[src/hdl/scs_consts.svh]
`ifndef SCS_CONSTS_SVH
`define SCS_CONSTS_SVH

////////////////////////////////////////////////////////////////////////////////
// parameter register numbers
`define SCS_ADDR_W            18
`define SCS_ADDR_SRATE        18'h04e20
`define SCS_ADDR_CLKOUT       18'h04e8e
`define SCS_ADDR_CLKOUT_FREQ  18'h04e8f
`define SCS_ADDR_TERM         18'h04e98
`define SCS_ADDR_REF_HZ       18'h04eac
`define SCS_ADDR_MODE         18'h04ee8
`define SCS_ADDR_OS_RATIO     18'h30dbb

////////////////////////////////////////////////////////////////////////////////
// clock source codes, one-hot
`define SCS_MODE_INT_PLL      32'h00000001
`define SCS_MODE_OSC1         32'h00000002
`define SCS_MODE_OSC2         32'h00000004
`define SCS_MODE_EXT_DIRECT   32'h00000008
`define SCS_MODE_EXT_DIV      32'h00000010
`define SCS_MODE_PLL_EXT_REF  32'h00000020
`define SCS_MODE_LEGAL_MASK   32'h0000003f

////////////////////////////////////////////////////////////////////////////////
// frequency limits and board figures, in Hz except the SCS_OSC2_FITTED flag
`define SCS_REF_MIN_HZ        32'h000f4240
`define SCS_REF_MAX_HZ        32'h07735940
`define SCS_RATE_MIN_HZ       32'h000003e8
`define SCS_RATE_MAX_HZ       32'h02faf080
`define SCS_ADC_MIN_HZ        32'h0007a120
`define SCS_OSC2_HZ           32'h02faf080
`define SCS_OSC2_FITTED       1'b1
`define SCS_VCO_MAX_HZ        32'h3b9aca00

////////////////////////////////////////////////////////////////////////////////
// reset values and sizes
`define SCS_RST_MODE          32'h00000001
`define SCS_RST_REF_HZ        32'h00989680
`define SCS_RST_SRATE         32'h02faf080
`define SCS_PIPE_DELAY        8
`define SCS_DIV_STEPS         6'h20

`endif

[src/hdl/scs_pkg.sv]
`include "scs_consts.svh"

package scs_pkg;

  typedef enum logic [2:0] {
    CS_IDLE  = 3'b000,
    CS_MULT  = 3'b001,
    CS_OS    = 3'b010,
    CS_DIV   = 3'b011,
    CS_FOUT  = 3'b100,
    CS_SRATE = 3'b101
  } scs_calc_t;

  typedef struct packed {
    logic        busy;
    logic        done;
    logic [5:0]  cnt;
    logic [31:0] rem;
    logic [31:0] quo;
    logic [31:0] den;
  } scs_div_st_t;

  typedef struct packed {
    logic [31:0]                cnt;
    logic [31:0]                oscnt;
    logic                       conv_tick;
    logic                       sample_tick;
    logic                       clk_lvl;
    logic                       trig_s1;
    logic                       trig_s2;
    logic                       trig_out;
    logic [`SCS_PIPE_DELAY-1:0] pipe;
    logic [63:0]                ts;
  } scs_gen_st_t;

  typedef struct packed {
    logic [31:0] mode;
    logic        clkout;
    logic        term;
    logic [31:0] ref_hz;
    logic [31:0] desired;
    logic [31:0] achieved;
    logic [31:0] fout;
    logic [31:0] os;
    logic [31:0] conv_div;
    logic [31:0] src;
    logic        pend;
    scs_calc_t   calc;
    logic        div_start;
    logic [31:0] div_a;
    logic [31:0] div_b;
    logic        run;
    logic [31:0] rdata;
    logic        ack;
    logic        err;
    logic        clk_oe;
    logic        term_en;
    logic        ref_ext;
    logic        osc2_sel;
    logic        busy;
  } scs_top_st_t;

endpackage

[src/hdl/scs_gen_if.sv]
interface scs_gen_if;
  logic [31:0] conv_div;
  logic [31:0] os;
  logic        run;

  modport ctrl (output conv_div, output os, output run);
  modport gen  (input conv_div, input os, input run);
endinterface

[src/hdl/scs_clk_gen.sv]
`include "scs_consts.svh"

module scs_clk_gen
  import scs_pkg::*;
(
  // clock and reset
  input  wire logic        sys_clk,
  input  wire logic        resetn,
  // configuration
  scs_gen_if.gen           cfg,
  // trigger pin, asynchronous
  input  wire logic        trig_in,
  // clock phases and results
  output logic             conv_tick,
  output logic             sample_tick,
  output logic             clk_lvl,
  output logic             trig_out,
  output logic [63:0]      timestamp
);

  scs_gen_st_t s_r;
  scs_gen_st_t s_nxt;

  // the counts are in system clock cycles: a model of the real oscillator path
  always_comb begin
    s_nxt = s_r;
    s_nxt.conv_tick   = 1'b0;
    s_nxt.sample_tick = 1'b0;
    s_nxt.trig_s1     = trig_in;
    s_nxt.trig_s2     = s_r.trig_s1;
    if (!cfg.run) begin
      s_nxt.cnt     = 32'h00000000;
      s_nxt.oscnt   = 32'h00000000;
      s_nxt.clk_lvl = 1'b0;
    end else begin
      if (s_r.cnt >= cfg.conv_div - 32'h00000001) begin
        s_nxt.cnt       = 32'h00000000;
        s_nxt.conv_tick = 1'b1;
        s_nxt.ts        = s_r.ts + 64'h0000000000000001;
        s_nxt.pipe      = {s_r.pipe[`SCS_PIPE_DELAY-2:0], s_r.trig_s2};
        if (s_r.oscnt >= cfg.os - 32'h00000001) begin
          s_nxt.oscnt       = 32'h00000000;
          s_nxt.sample_tick = 1'b1;
        end else begin
          s_nxt.oscnt = s_r.oscnt + 32'h00000001;
        end
      end else begin
        s_nxt.cnt = s_r.cnt + 32'h00000001;
      end
      // pin follows the converter clock, not the slower sample rate
      s_nxt.clk_lvl = (s_nxt.cnt < {1'b0, cfg.conv_div[31:1]});
    end
    // the pipeline delay only lines up when converter and sample clocks agree
    s_nxt.trig_out = (cfg.os == 32'h00000001) ? s_r.pipe[`SCS_PIPE_DELAY-1] : s_r.trig_s2;
  end

  always_ff @(posedge sys_clk or negedge resetn) begin
    if (!resetn) begin
      s_r <= '0;
    end else begin
      s_r <= s_nxt;
    end
  end

  assign conv_tick   = s_r.conv_tick;
  assign sample_tick = s_r.sample_tick;
  assign clk_lvl     = s_r.clk_lvl;
  assign trig_out    = s_r.trig_out;
  assign timestamp   = s_r.ts;

endmodule

[src/hdl/scs_div.sv]
`include "scs_consts.svh"

module scs_div
  import scs_pkg::*;
(
  // clock and reset
  input  wire logic        sys_clk,
  input  wire logic        resetn,
  // request
  input  wire logic        start,
  input  wire logic [31:0] dividend,
  input  wire logic [31:0] divisor,
  // answer
  output logic             done,
  output logic [31:0]      quotient
);

  scs_div_st_t s_r;
  scs_div_st_t s_nxt;
  logic [32:0] rem_sh;

  // restoring divider, one quotient bit per cycle; a zero divisor yields all ones
  always_comb begin
    s_nxt  = s_r;
    rem_sh = {s_r.rem, s_r.quo[31]};
    s_nxt.done = 1'b0;
    if (start) begin
      s_nxt.busy = 1'b1;
      s_nxt.cnt  = `SCS_DIV_STEPS;
      s_nxt.rem  = 32'h00000000;
      s_nxt.quo  = dividend;
      s_nxt.den  = divisor;
    end else if (s_r.busy) begin
      if (rem_sh >= {1'b0, s_r.den}) begin
        s_nxt.rem = 32'(rem_sh - {1'b0, s_r.den});
        s_nxt.quo = {s_r.quo[30:0], 1'b1};
      end else begin
        s_nxt.rem = rem_sh[31:0];
        s_nxt.quo = {s_r.quo[30:0], 1'b0};
      end
      s_nxt.cnt = s_r.cnt - 6'h01;
      if (s_r.cnt == 6'h01) begin
        s_nxt.busy = 1'b0;
        s_nxt.done = 1'b1;
      end
    end
  end

  always_ff @(posedge sys_clk or negedge resetn) begin
    if (!resetn) begin
      s_r <= '0;
    end else begin
      s_r <= s_nxt;
    end
  end

  assign done     = s_r.done;
  assign quotient = s_r.quo;

endmodule

[src/hdl/scs_top.sv]
// What this block does
// - code 4 selects second on-board oscillator
// - oscillator divider; rate readback gives best match
// - clock out drives connector, internal modes only
// - read back frequency present at clock output
// - code 32 feeds PLL from connector reference
// - reference 1 to 125 MHz sets PLL
// - unreachable rate settles on closest reachable one
// - termination only while connector is input
// - slow rates: converter fast, digital part slow
// - oversampling ratio readable, one when inactive
// - output clock is the real converter clock
// - pipeline compensation only without oversampling
// - timestamp counts at converter clock rate
`include "scs_consts.svh"

module scs_top
  import scs_pkg::*;
(
  // clock and reset
  input  wire logic                   sys_clk,
  input  wire logic                   resetn,
  // parameter register port
  input  wire logic [`SCS_ADDR_W-1:0] par_addr,
  input  wire logic                   par_wr,
  input  wire logic                   par_rd,
  input  wire logic [31:0]            par_wdata,
  output logic [31:0]                 par_rdata,
  output logic                        par_ack,
  output logic                        par_err,
  // clock connector and source steering
  output logic                        ext_clk_o,
  output logic                        ext_clk_oe,
  output logic                        term_en,
  output logic                        pll_ref_ext,
  output logic                        osc2_sel,
  // trigger pin
  input  wire logic                   trig_in,
  // sampling results
  output logic                        trig_out,
  output logic                        conv_tick,
  output logic                        sample_tick,
  output logic [63:0]                 timestamp,
  output logic                        cfg_busy
);

  ////////////////////////////////////////////////////////////////////////////////
  // helpers

  function automatic logic [31:0] at_least_one(input logic [31:0] v);
    at_least_one = (v == 32'h00000000) ? 32'h00000001 : v;
  endfunction

  // the connector may only carry our clock when no mode uses it as an input
  function automatic logic is_internal(input logic [31:0] m);
    is_internal = (m == `SCS_MODE_INT_PLL) || (m == `SCS_MODE_OSC1) || (m == `SCS_MODE_OSC2);
  endfunction

  function automatic logic is_one_hot(input logic [31:0] v);
    is_one_hot = (v != 32'h00000000) && ((v & (v - 32'h00000001)) == 32'h00000000)
                 && ((v & ~`SCS_MODE_LEGAL_MASK) == 32'h00000000);
  endfunction

  ////////////////////////////////////////////////////////////////////////////////
  // state

  scs_top_st_t s_r;
  scs_top_st_t s_nxt;
  logic        div_done;
  logic [31:0] div_q;
  logic [63:0] prod;
  logic [31:0] tgt;
  logic        mode_ok;

  scs_gen_if gen_cfg ();

  ////////////////////////////////////////////////////////////////////////////////
  // register access and rate calculation

  always_comb begin
    s_nxt     = s_r;
    prod      = 64'h0000000000000000;
    tgt       = 32'h00000000;
    mode_ok   = 1'b0;
    s_nxt.ack       = 1'b0;
    s_nxt.err       = 1'b0;
    s_nxt.div_start = 1'b0;

    // ---------------- calculation sequence ----------------
    unique case (s_r.calc)
      CS_IDLE: begin
        if (s_r.pend) begin
          s_nxt.pend = 1'b0;
          if (s_r.mode == `SCS_MODE_OSC2) begin
            s_nxt.src       = `SCS_OSC2_HZ;
            s_nxt.div_a     = `SCS_ADC_MIN_HZ + s_r.desired - 32'h00000001;
            s_nxt.div_b     = s_r.desired;
            s_nxt.div_start = 1'b1;
            s_nxt.calc      = CS_OS;
          end else if (s_r.mode == `SCS_MODE_PLL_EXT_REF) begin
            // largest multiplier that keeps the loop under its top limit
            s_nxt.div_a     = `SCS_VCO_MAX_HZ;
            s_nxt.div_b     = s_r.ref_hz;
            s_nxt.div_start = 1'b1;
            s_nxt.calc      = CS_MULT;
          end else begin
            // other sources are handled elsewhere; our generator rests
            s_nxt.run = 1'b0;
            s_nxt.os  = 32'h00000001;
          end
        end
      end
      CS_MULT: begin
        if (div_done) begin
          prod            = s_r.ref_hz * at_least_one(div_q);
          s_nxt.src       = prod[31:0];
          s_nxt.div_a     = `SCS_ADC_MIN_HZ + s_r.desired - 32'h00000001;
          s_nxt.div_b     = s_r.desired;
          s_nxt.div_start = 1'b1;
          s_nxt.calc      = CS_OS;
        end
      end
      CS_OS: begin
        if (div_done) begin
          // ceiling of converter minimum over the requested rate
          s_nxt.os        = at_least_one(div_q);
          prod            = s_r.desired * at_least_one(div_q);
          tgt             = prod[31:0];
          s_nxt.div_a     = s_r.src + {1'b0, tgt[31:1]};
          s_nxt.div_b     = tgt;
          s_nxt.div_start = 1'b1;
          s_nxt.calc      = CS_DIV;
        end
      end
      CS_DIV: begin
        if (div_done) begin
          // rounded divider gives the closest reachable converter clock
          s_nxt.conv_div  = at_least_one(div_q);
          s_nxt.div_a     = s_r.src;
          s_nxt.div_b     = at_least_one(div_q);
          s_nxt.div_start = 1'b1;
          s_nxt.calc      = CS_FOUT;
        end
      end
      CS_FOUT: begin
        if (div_done) begin
          s_nxt.fout      = div_q;
          s_nxt.div_a     = div_q + {1'b0, s_r.os[31:1]};
          s_nxt.div_b     = s_r.os;
          s_nxt.div_start = 1'b1;
          s_nxt.calc      = CS_SRATE;
        end
      end
      CS_SRATE: begin
        if (div_done) begin
          s_nxt.achieved = div_q;
          s_nxt.run      = 1'b1;
          s_nxt.calc     = CS_IDLE;
        end
      end
      default: begin
        s_nxt.calc = CS_IDLE;
      end
    endcase

    // ---------------- register writes ----------------
    if (par_wr) begin
      s_nxt.ack = 1'b1;
      unique case (par_addr)
        `SCS_ADDR_MODE: begin
          mode_ok = is_one_hot(par_wdata)
                    && ((par_wdata != `SCS_MODE_OSC2) || `SCS_OSC2_FITTED);
          if (mode_ok) begin
            s_nxt.mode = par_wdata;
            s_nxt.pend = 1'b1;
            if (!is_internal(par_wdata)) begin
              s_nxt.clkout = 1'b0;
            end
          end else begin
            s_nxt.err = 1'b1;
          end
        end
        `SCS_ADDR_CLKOUT: begin
          if (par_wdata[0] && !is_internal(s_r.mode)) begin
            s_nxt.err = 1'b1;
          end else begin
            s_nxt.clkout = par_wdata[0];
          end
        end
        `SCS_ADDR_TERM: begin
          s_nxt.term = par_wdata[0];
        end
        `SCS_ADDR_REF_HZ: begin
          if ((par_wdata >= `SCS_REF_MIN_HZ) && (par_wdata <= `SCS_REF_MAX_HZ)) begin
            // no recalculation here: software follows with the sampling rate
            s_nxt.ref_hz = par_wdata;
          end else begin
            s_nxt.err = 1'b1;
          end
        end
        `SCS_ADDR_SRATE: begin
          // out-of-range requests are pulled to the nearest legal rate
          if (par_wdata < `SCS_RATE_MIN_HZ) begin
            s_nxt.desired = `SCS_RATE_MIN_HZ;
          end else if (par_wdata > `SCS_RATE_MAX_HZ) begin
            s_nxt.desired = `SCS_RATE_MAX_HZ;
          end else begin
            s_nxt.desired = par_wdata;
          end
          s_nxt.pend = 1'b1;
        end
        default: begin
          // read-only and unmapped numbers
          s_nxt.err = 1'b1;
        end
      endcase
    end

    // ---------------- register reads ----------------
    if (par_rd && !par_wr) begin
      s_nxt.ack   = 1'b1;
      s_nxt.rdata = 32'h00000000;
      unique case (par_addr)
        `SCS_ADDR_MODE: begin
          s_nxt.rdata = s_r.mode;
        end
        `SCS_ADDR_CLKOUT: begin
          s_nxt.rdata = {31'h00000000, s_r.clkout};
        end
        `SCS_ADDR_CLKOUT_FREQ: begin
          s_nxt.rdata = s_r.clk_oe ? s_r.fout : 32'h00000000;
        end
        `SCS_ADDR_TERM: begin
          s_nxt.rdata = {31'h00000000, s_r.term};
        end
        `SCS_ADDR_REF_HZ: begin
          s_nxt.rdata = s_r.ref_hz;
        end
        `SCS_ADDR_SRATE: begin
          s_nxt.rdata = s_r.achieved;
        end
        `SCS_ADDR_OS_RATIO: begin
          s_nxt.rdata = s_r.run ? s_r.os : 32'h00000001;
        end
        default: begin
          s_nxt.err = 1'b1;
        end
      endcase
    end

    // ---------------- pin steering ----------------
    s_nxt.osc2_sel = (s_nxt.mode == `SCS_MODE_OSC2);
    s_nxt.ref_ext  = (s_nxt.mode == `SCS_MODE_PLL_EXT_REF);
    s_nxt.clk_oe   = s_nxt.clkout && is_internal(s_nxt.mode);
    // a driven connector is an output, so the load must stay off
    s_nxt.term_en  = s_nxt.term && !s_nxt.clk_oe;
    // registered so the busy pin comes straight from a flop
    s_nxt.busy     = s_nxt.pend || (s_nxt.calc != CS_IDLE);
  end

  always_ff @(posedge sys_clk or negedge resetn) begin
    if (!resetn) begin
      s_r          <= '0;
      s_r.mode     <= `SCS_RST_MODE;
      s_r.ref_hz   <= `SCS_RST_REF_HZ;
      s_r.desired  <= `SCS_RST_SRATE;
      s_r.achieved <= `SCS_RST_SRATE;
      s_r.os       <= 32'h00000001;
      s_r.conv_div <= 32'h00000001;
      s_r.calc     <= CS_IDLE;
    end else begin
      s_r <= s_nxt;
    end
  end

  ////////////////////////////////////////////////////////////////////////////////
  // shared divider and clock phase generator

  scs_div u_div (
    .sys_clk  (sys_clk),
    .resetn   (resetn),
    .start    (s_r.div_start),
    .dividend (s_r.div_a),
    .divisor  (s_r.div_b),
    .done     (div_done),
    .quotient (div_q)
  );

  // os and conv_div reach the generator as soon as CS_OS and CS_DIV write them; run is set only at the end
  assign gen_cfg.conv_div = s_r.conv_div;
  assign gen_cfg.os       = s_r.os;
  assign gen_cfg.run      = s_r.run;

  scs_clk_gen u_gen (
    .sys_clk     (sys_clk),
    .resetn      (resetn),
    .cfg         (gen_cfg),
    .trig_in     (trig_in),
    .conv_tick   (conv_tick),
    .sample_tick (sample_tick),
    .clk_lvl     (ext_clk_o),
    .trig_out    (trig_out),
    .timestamp   (timestamp)
  );

  ////////////////////////////////////////////////////////////////////////////////
  // outputs

  assign par_rdata   = s_r.rdata;
  assign par_ack     = s_r.ack;
  assign par_err     = s_r.err;
  assign ext_clk_oe  = s_r.clk_oe;
  assign term_en     = s_r.term_en;
  assign pll_ref_ext = s_r.ref_ext;
  assign osc2_sel    = s_r.osc2_sel;
  assign cfg_busy    = s_r.busy;

endmodule

[config.mk]
export PLATFORM = sky130hd
export DESIGN_NAME = scs_top
export DESIGN_NICKNAME = d
export VERILOG_FILES = /design/src/hdl/scs_pkg.sv /design/src/hdl/scs_gen_if.sv /design/src/hdl/scs_clk_gen.sv /design/src/hdl/scs_div.sv /design/src/hdl/scs_top.sv
export VERILOG_INCLUDE_DIRS = /design/src /design/src/hdl
export SDC_FILE = /design/constraint.sdc
export NUM_CORES = 2
export LEC_CHECK = 0
export BUFFER_PORTS_ARGS = -buffer_cell sky130_fd_sc_hd__buf_2
export CORE_MARGIN = 4
export CORE_UTILIZATION = 35
export CTS_CLUSTER_SIZE = 10
export DETAILED_ROUTE_END_ITERATION = 8
export PLACE_DENSITY = 0.56
export SKIP_LAST_GASP = 1
export SLEW_MARGIN = 20
export SYNTH_ARGS = -nofsm -noshare
export SYNTH_HDL_FRONTEND = slang
export SYNTH_SLANG_ARGS = --single-unit
[constraint.sdc]
create_clock -name sys_clk -period 9 [get_ports sys_clk]
set_input_delay 1.35 -clock sys_clk [delete_from_list [all_inputs] [get_ports sys_clk]]
set_output_delay 1.35 -clock sys_clk [all_outputs]
set_load 0.01 [all_outputs]
==> insert_results.sql <==
INSERT INTO impl_metrics (metric_group, metric, value, unit) VALUES
('status', 'outcome', 'completed', ''),
('synthesis', 'syn_avg_cell_area', '8.82', 'sq um'),
('clock_tree', 'holdBufCountCts', '0', ''),
('critical_path', 'timing.reg2reg.setup_slack', '0.31', 'ns'),
('clock_tree', 'cts-buffers-inserted', '79', ''),
('critical_path', 'path_common_cell', 'fa_1', ''),
('timing', 'worstMarginPinSlew', '1.15', 'ns'),
('hold_path', 'hold_start', 'u_gen.s_nxt[73]', ''),
('power_and_ir_drop', 'fin_total_pwr', '6.12', 'mW'),
('hold_path', 'min_path_type', 'flip-flop to flip-flop', ''),
('synthesis', 'netlist_area', '0.0684', 'sq mm'),
('synthesis', 'synth-seq-area-share', '22.5', '%'),
('job', 'maxCapViolations', '0', ''),
('detailed_routing', 'route.detailed.wl_per_inst', '24.1', 'um'),
('detailed_routing', 'vias', '56000', ''),
('detailed_routing', 'post_drt_via_cell_ratio', '5.44', ''),
('synthesis', 'ys_types', '93', ''),
('synthesis', 'yosysMostFrequentCell', 'nand2_1', ''),
('floorplan', 'design.die.area', '0.203', 'sq mm'),
('grt', 'grt_first_pass_wirelength', '376000', 'um'),
('floorplan', 'die-width', '450', 'um'),
('floorplan', 'die_h', '450', 'um'),
('synthesis', 'yosys-top-cells-count', 'nand2_1 (1245), inv_1 (995), fa_1 (819)', ''),
('hold_path', 'hold_path_stages', '0', ''),
('synthesis', 'synth_seq_cells', '613', ''),
('critical_path', 'worst_ep_required_time', '9.57', 'ns'),
('critical_path', 'worst_r2r_startpoint', 's_r[284]', ''),
('critical_path', 'startpoint_class_of_the_critical_path', 'flip-flop', ''),
('synthesis', 'ys_top_cells_by_area', 'fa_1 (24%), dfrtp_1 (21%), ha_1 (8.1%)', ''),
('timing', 'headroom_to_the_max_slew_limit', '23.1', '%'),
('power_and_ir_drop', 'p_clk_share', '51.9', '%'),
('power_and_ir_drop', 'seq_power_share', '45.5', '%'),
('critical_path', 'rr_worst_depth', '32', ''),
('detailed_routing', 'finalWirelength', '248000', 'um'),
('grt', 'grt_antenna_before_repair', '29', ''),
('power_and_ir_drop', 'internal_power', '4.65', 'mW'),
('critical_path', 'r2r-end', 's_r[99]', ''),
('synthesis', 'synthesis.nets', '9071', ''),
('critical_path', 'path_class', 'flip-flop to flip-flop', ''),
('placement', 'port_buffers', '161', ''),
('placement', 'gp_routability_congestion', '0.988', ''),
('grt', 'grt_max_degree', '183', ''),
('critical_path', 'timing.critical_path.to_type', 'flip-flop', ''),
('grt', 'grt_util_all_layers', '24.4', '%'),
('synthesis', 'synth_edf_count', '0', ''),
('detailed_routing', 'postRouteAntennaNets', '0', ''),
('power_and_ir_drop', 'cellPowerDensity', '82.0', 'mW/mm^2'),
('clock_tree', 'ctsRootBufferMaster', 'clkbuf_16', ''),
('critical_path', 'critical_path.max_fanout', '5', ''),
('hold_path', 'hold_end', 'u_gen.s_r[73]', ''),
('grt', 'global_route.overflow_total', '0', ''),
('clock_tree', 'clkSlewWorstSetupHoldPaths', '0.06', 'ns'),
('layout', 'fin_nets', '9007', ''),
('power_and_ir_drop', 'comb_power_share', '2.6', '%'),
('timing', 'final_hold_viol_count', '0', ''),
('timing', 'timing.final.crit_share', '96.6', '%'),
('timing', 'final-setup-viol-count', '0', ''),
('power_and_ir_drop', 'net_switching_fraction_of_the_power', '24.1', '%'),
('clock_tree', 'cts_max_path_buffers', '3', ''),
('clock_tree', 'tritoncts_clock_tree', 'yes', ''),
('clock_tree', 'clock_sink_count', '613', ''),
('synthesis', 'yosysTopAreaCell', 'fa_1', ''),
('synthesis', 'synthesis.yosys.warnings', '0', ''),
('timing', 'whs', '0.356', 'ns'),
('critical_path', 'critical_path_arrival', '9.27', 'ns'),
('detailed_routing', 'drc', '0', ''),
('placement', 'place.detailed.hpwl', '186000', 'um'),
('grt', 'grt_pass1_vias', '57400', ''),
('synthesis', 'syn-instance-count', '7754', ''),
('timing', 'final-max-slew-violation-count', '0', ''),
('floorplan', 'core-area', '0.195', 'sq mm');
[power groups by stage]
stage / Clock (mW) / Sequential [mW] / Combinational (mW)
global placement: 0 / 2.84 / 0.164
detailed placement: 0 / 2.84 / 0.164
finish: 3.18 / 2.79 / 0.160
CTS: 3.23 / 2.79 / 0.164
floorplan: 0 / 2.83 / 0.0677
global route: 3.34 / 2.79 / 0.179
[timing repair]
item / 4_1_cts / 5_1_grt
setup buffers: 0 / 4
setup endpoints to repair: 0 / 10
resized for setup: 0 / 35
[how the worst max path moves through the flow]
stage / start / to / slack, ns
after CTS: u_div.quotient[6] / s_r[103] / 0.002
after detailed placement: s_r[282] / s_r[103] / 0.02
after global placement: s_r[282] / s_r[103] / 0.10
after floorplan: u_div.quotient[10] / s_r[103] / 0.36
final: s_r[284] / s_r[99] / 0.31
after global routing: u_div.quotient[3] / s_r[99] / -0.04
[cell families (layout without fill, tap and decap cells)]
group                    count (synthesis)  after routing  synth area share (%)
flip-flops                             613            613                  22.5
AO/OA/AOI/OAI                         1090           1090                  10.7
buffers and inverters                 1564           1554                  9.15
other                                    0             10                     0
multiplexers                           129            129                  2.03
adder cells (fa/ha/maj)               1262           1262                  32.1
XOR/XNOR                               418            418                  5.35
AND/OR/NAND/NOR                       2678           2678                  18.2
[layout make-up]
cell class	count	area, sq um
Antenna cell	10	25.0
Clock buffer	120	2260
Clock inverter	15	284
Fill cell	19700	120000
Inverter	998	3750
Multi-Input combinational cell	5577	47000
Sequential cell	613	15400
Tap cell	2542	3180
Timing Repair Buffer	421	2830
[routing by layer]
layer | GRT usage [%] | vias up | share of wire, %
li1 | - | 24800 | -
met1 | 33.4 | 28400 | 43
met2 | 37.9 | 2276 | 44
met3 | 4.44 | 519 | 8.2
met4 | 10.5 | 24 | 4.8
met5 | 0 | - | 0.062
[sequential cells by signal, summed over array words and instances, names as in the netlist]
register,cells
gen_cfg.conv_div,32
gen_cfg.os,32
s_r,263
pll_ref_ext,1
u_div.s_r,39
osc2_sel,1
term_en,1
u_gen.sample_tick,1
u_gen.trig_out,1
u_gen.timestamp,64
u_gen.clk_lvl,1
gen_cfg.run,1
u_gen.conv_tick,1
u_div.rem_sh,32
par_ack,1
u_div.done,1
ext_clk_oe,1
u_gen.s_nxt,1
u_gen.s_r,73
par_err,1
cfg_busy,1
par_rdata,32
u_div.quotient,32
[placed cells by master (no fill, tap or decap), drive strengths merged, types with 79 or more instances in the layout]
master,netlist,final
a21o,99,99
a21oi,223,223
a31oi,79,79
and2,448,448
buf,149,421
clkbuf,417,120
dfrtp,578,578
fa,819,819
ha,443,443
inv,997,998
nand2,1246,1246
nand3,174,174
nor2,392,392
nor3,100,100
o21ai,261,261
xnor2,291,291
xor2,127,127
[worst max-delay path, delay by kind of cell, from the launching register on]
kind	cells	cell delay, ns
xor gates and xnor gates	2	0.43
adders and majority gates	10	4.56
DFF	1	0.58
and+or+nand+nor	7	1.18
buffers and inverters	4	0.25
AOI/OAI and AO/OA	9	1.60
[stage by stage]
step / setup WS, ns / TNS, ns / util [%] / instances
after floorplan: 0.356 / 0 / - / 7754
after global placement: 0.101 / 0 / 37.0 / 10100
after detailed placement: 0.0222 / 0 / 37.0 / 10100
after CTS: 0.00185 / 0 / 38.3 / 10300
after global routing: -0.0357 / -0.0524 / 38.4 / 10300
final: 0.305 / 0 / 38.4 / 10300
Note: power is estimated with default switching activity, not from simulation.
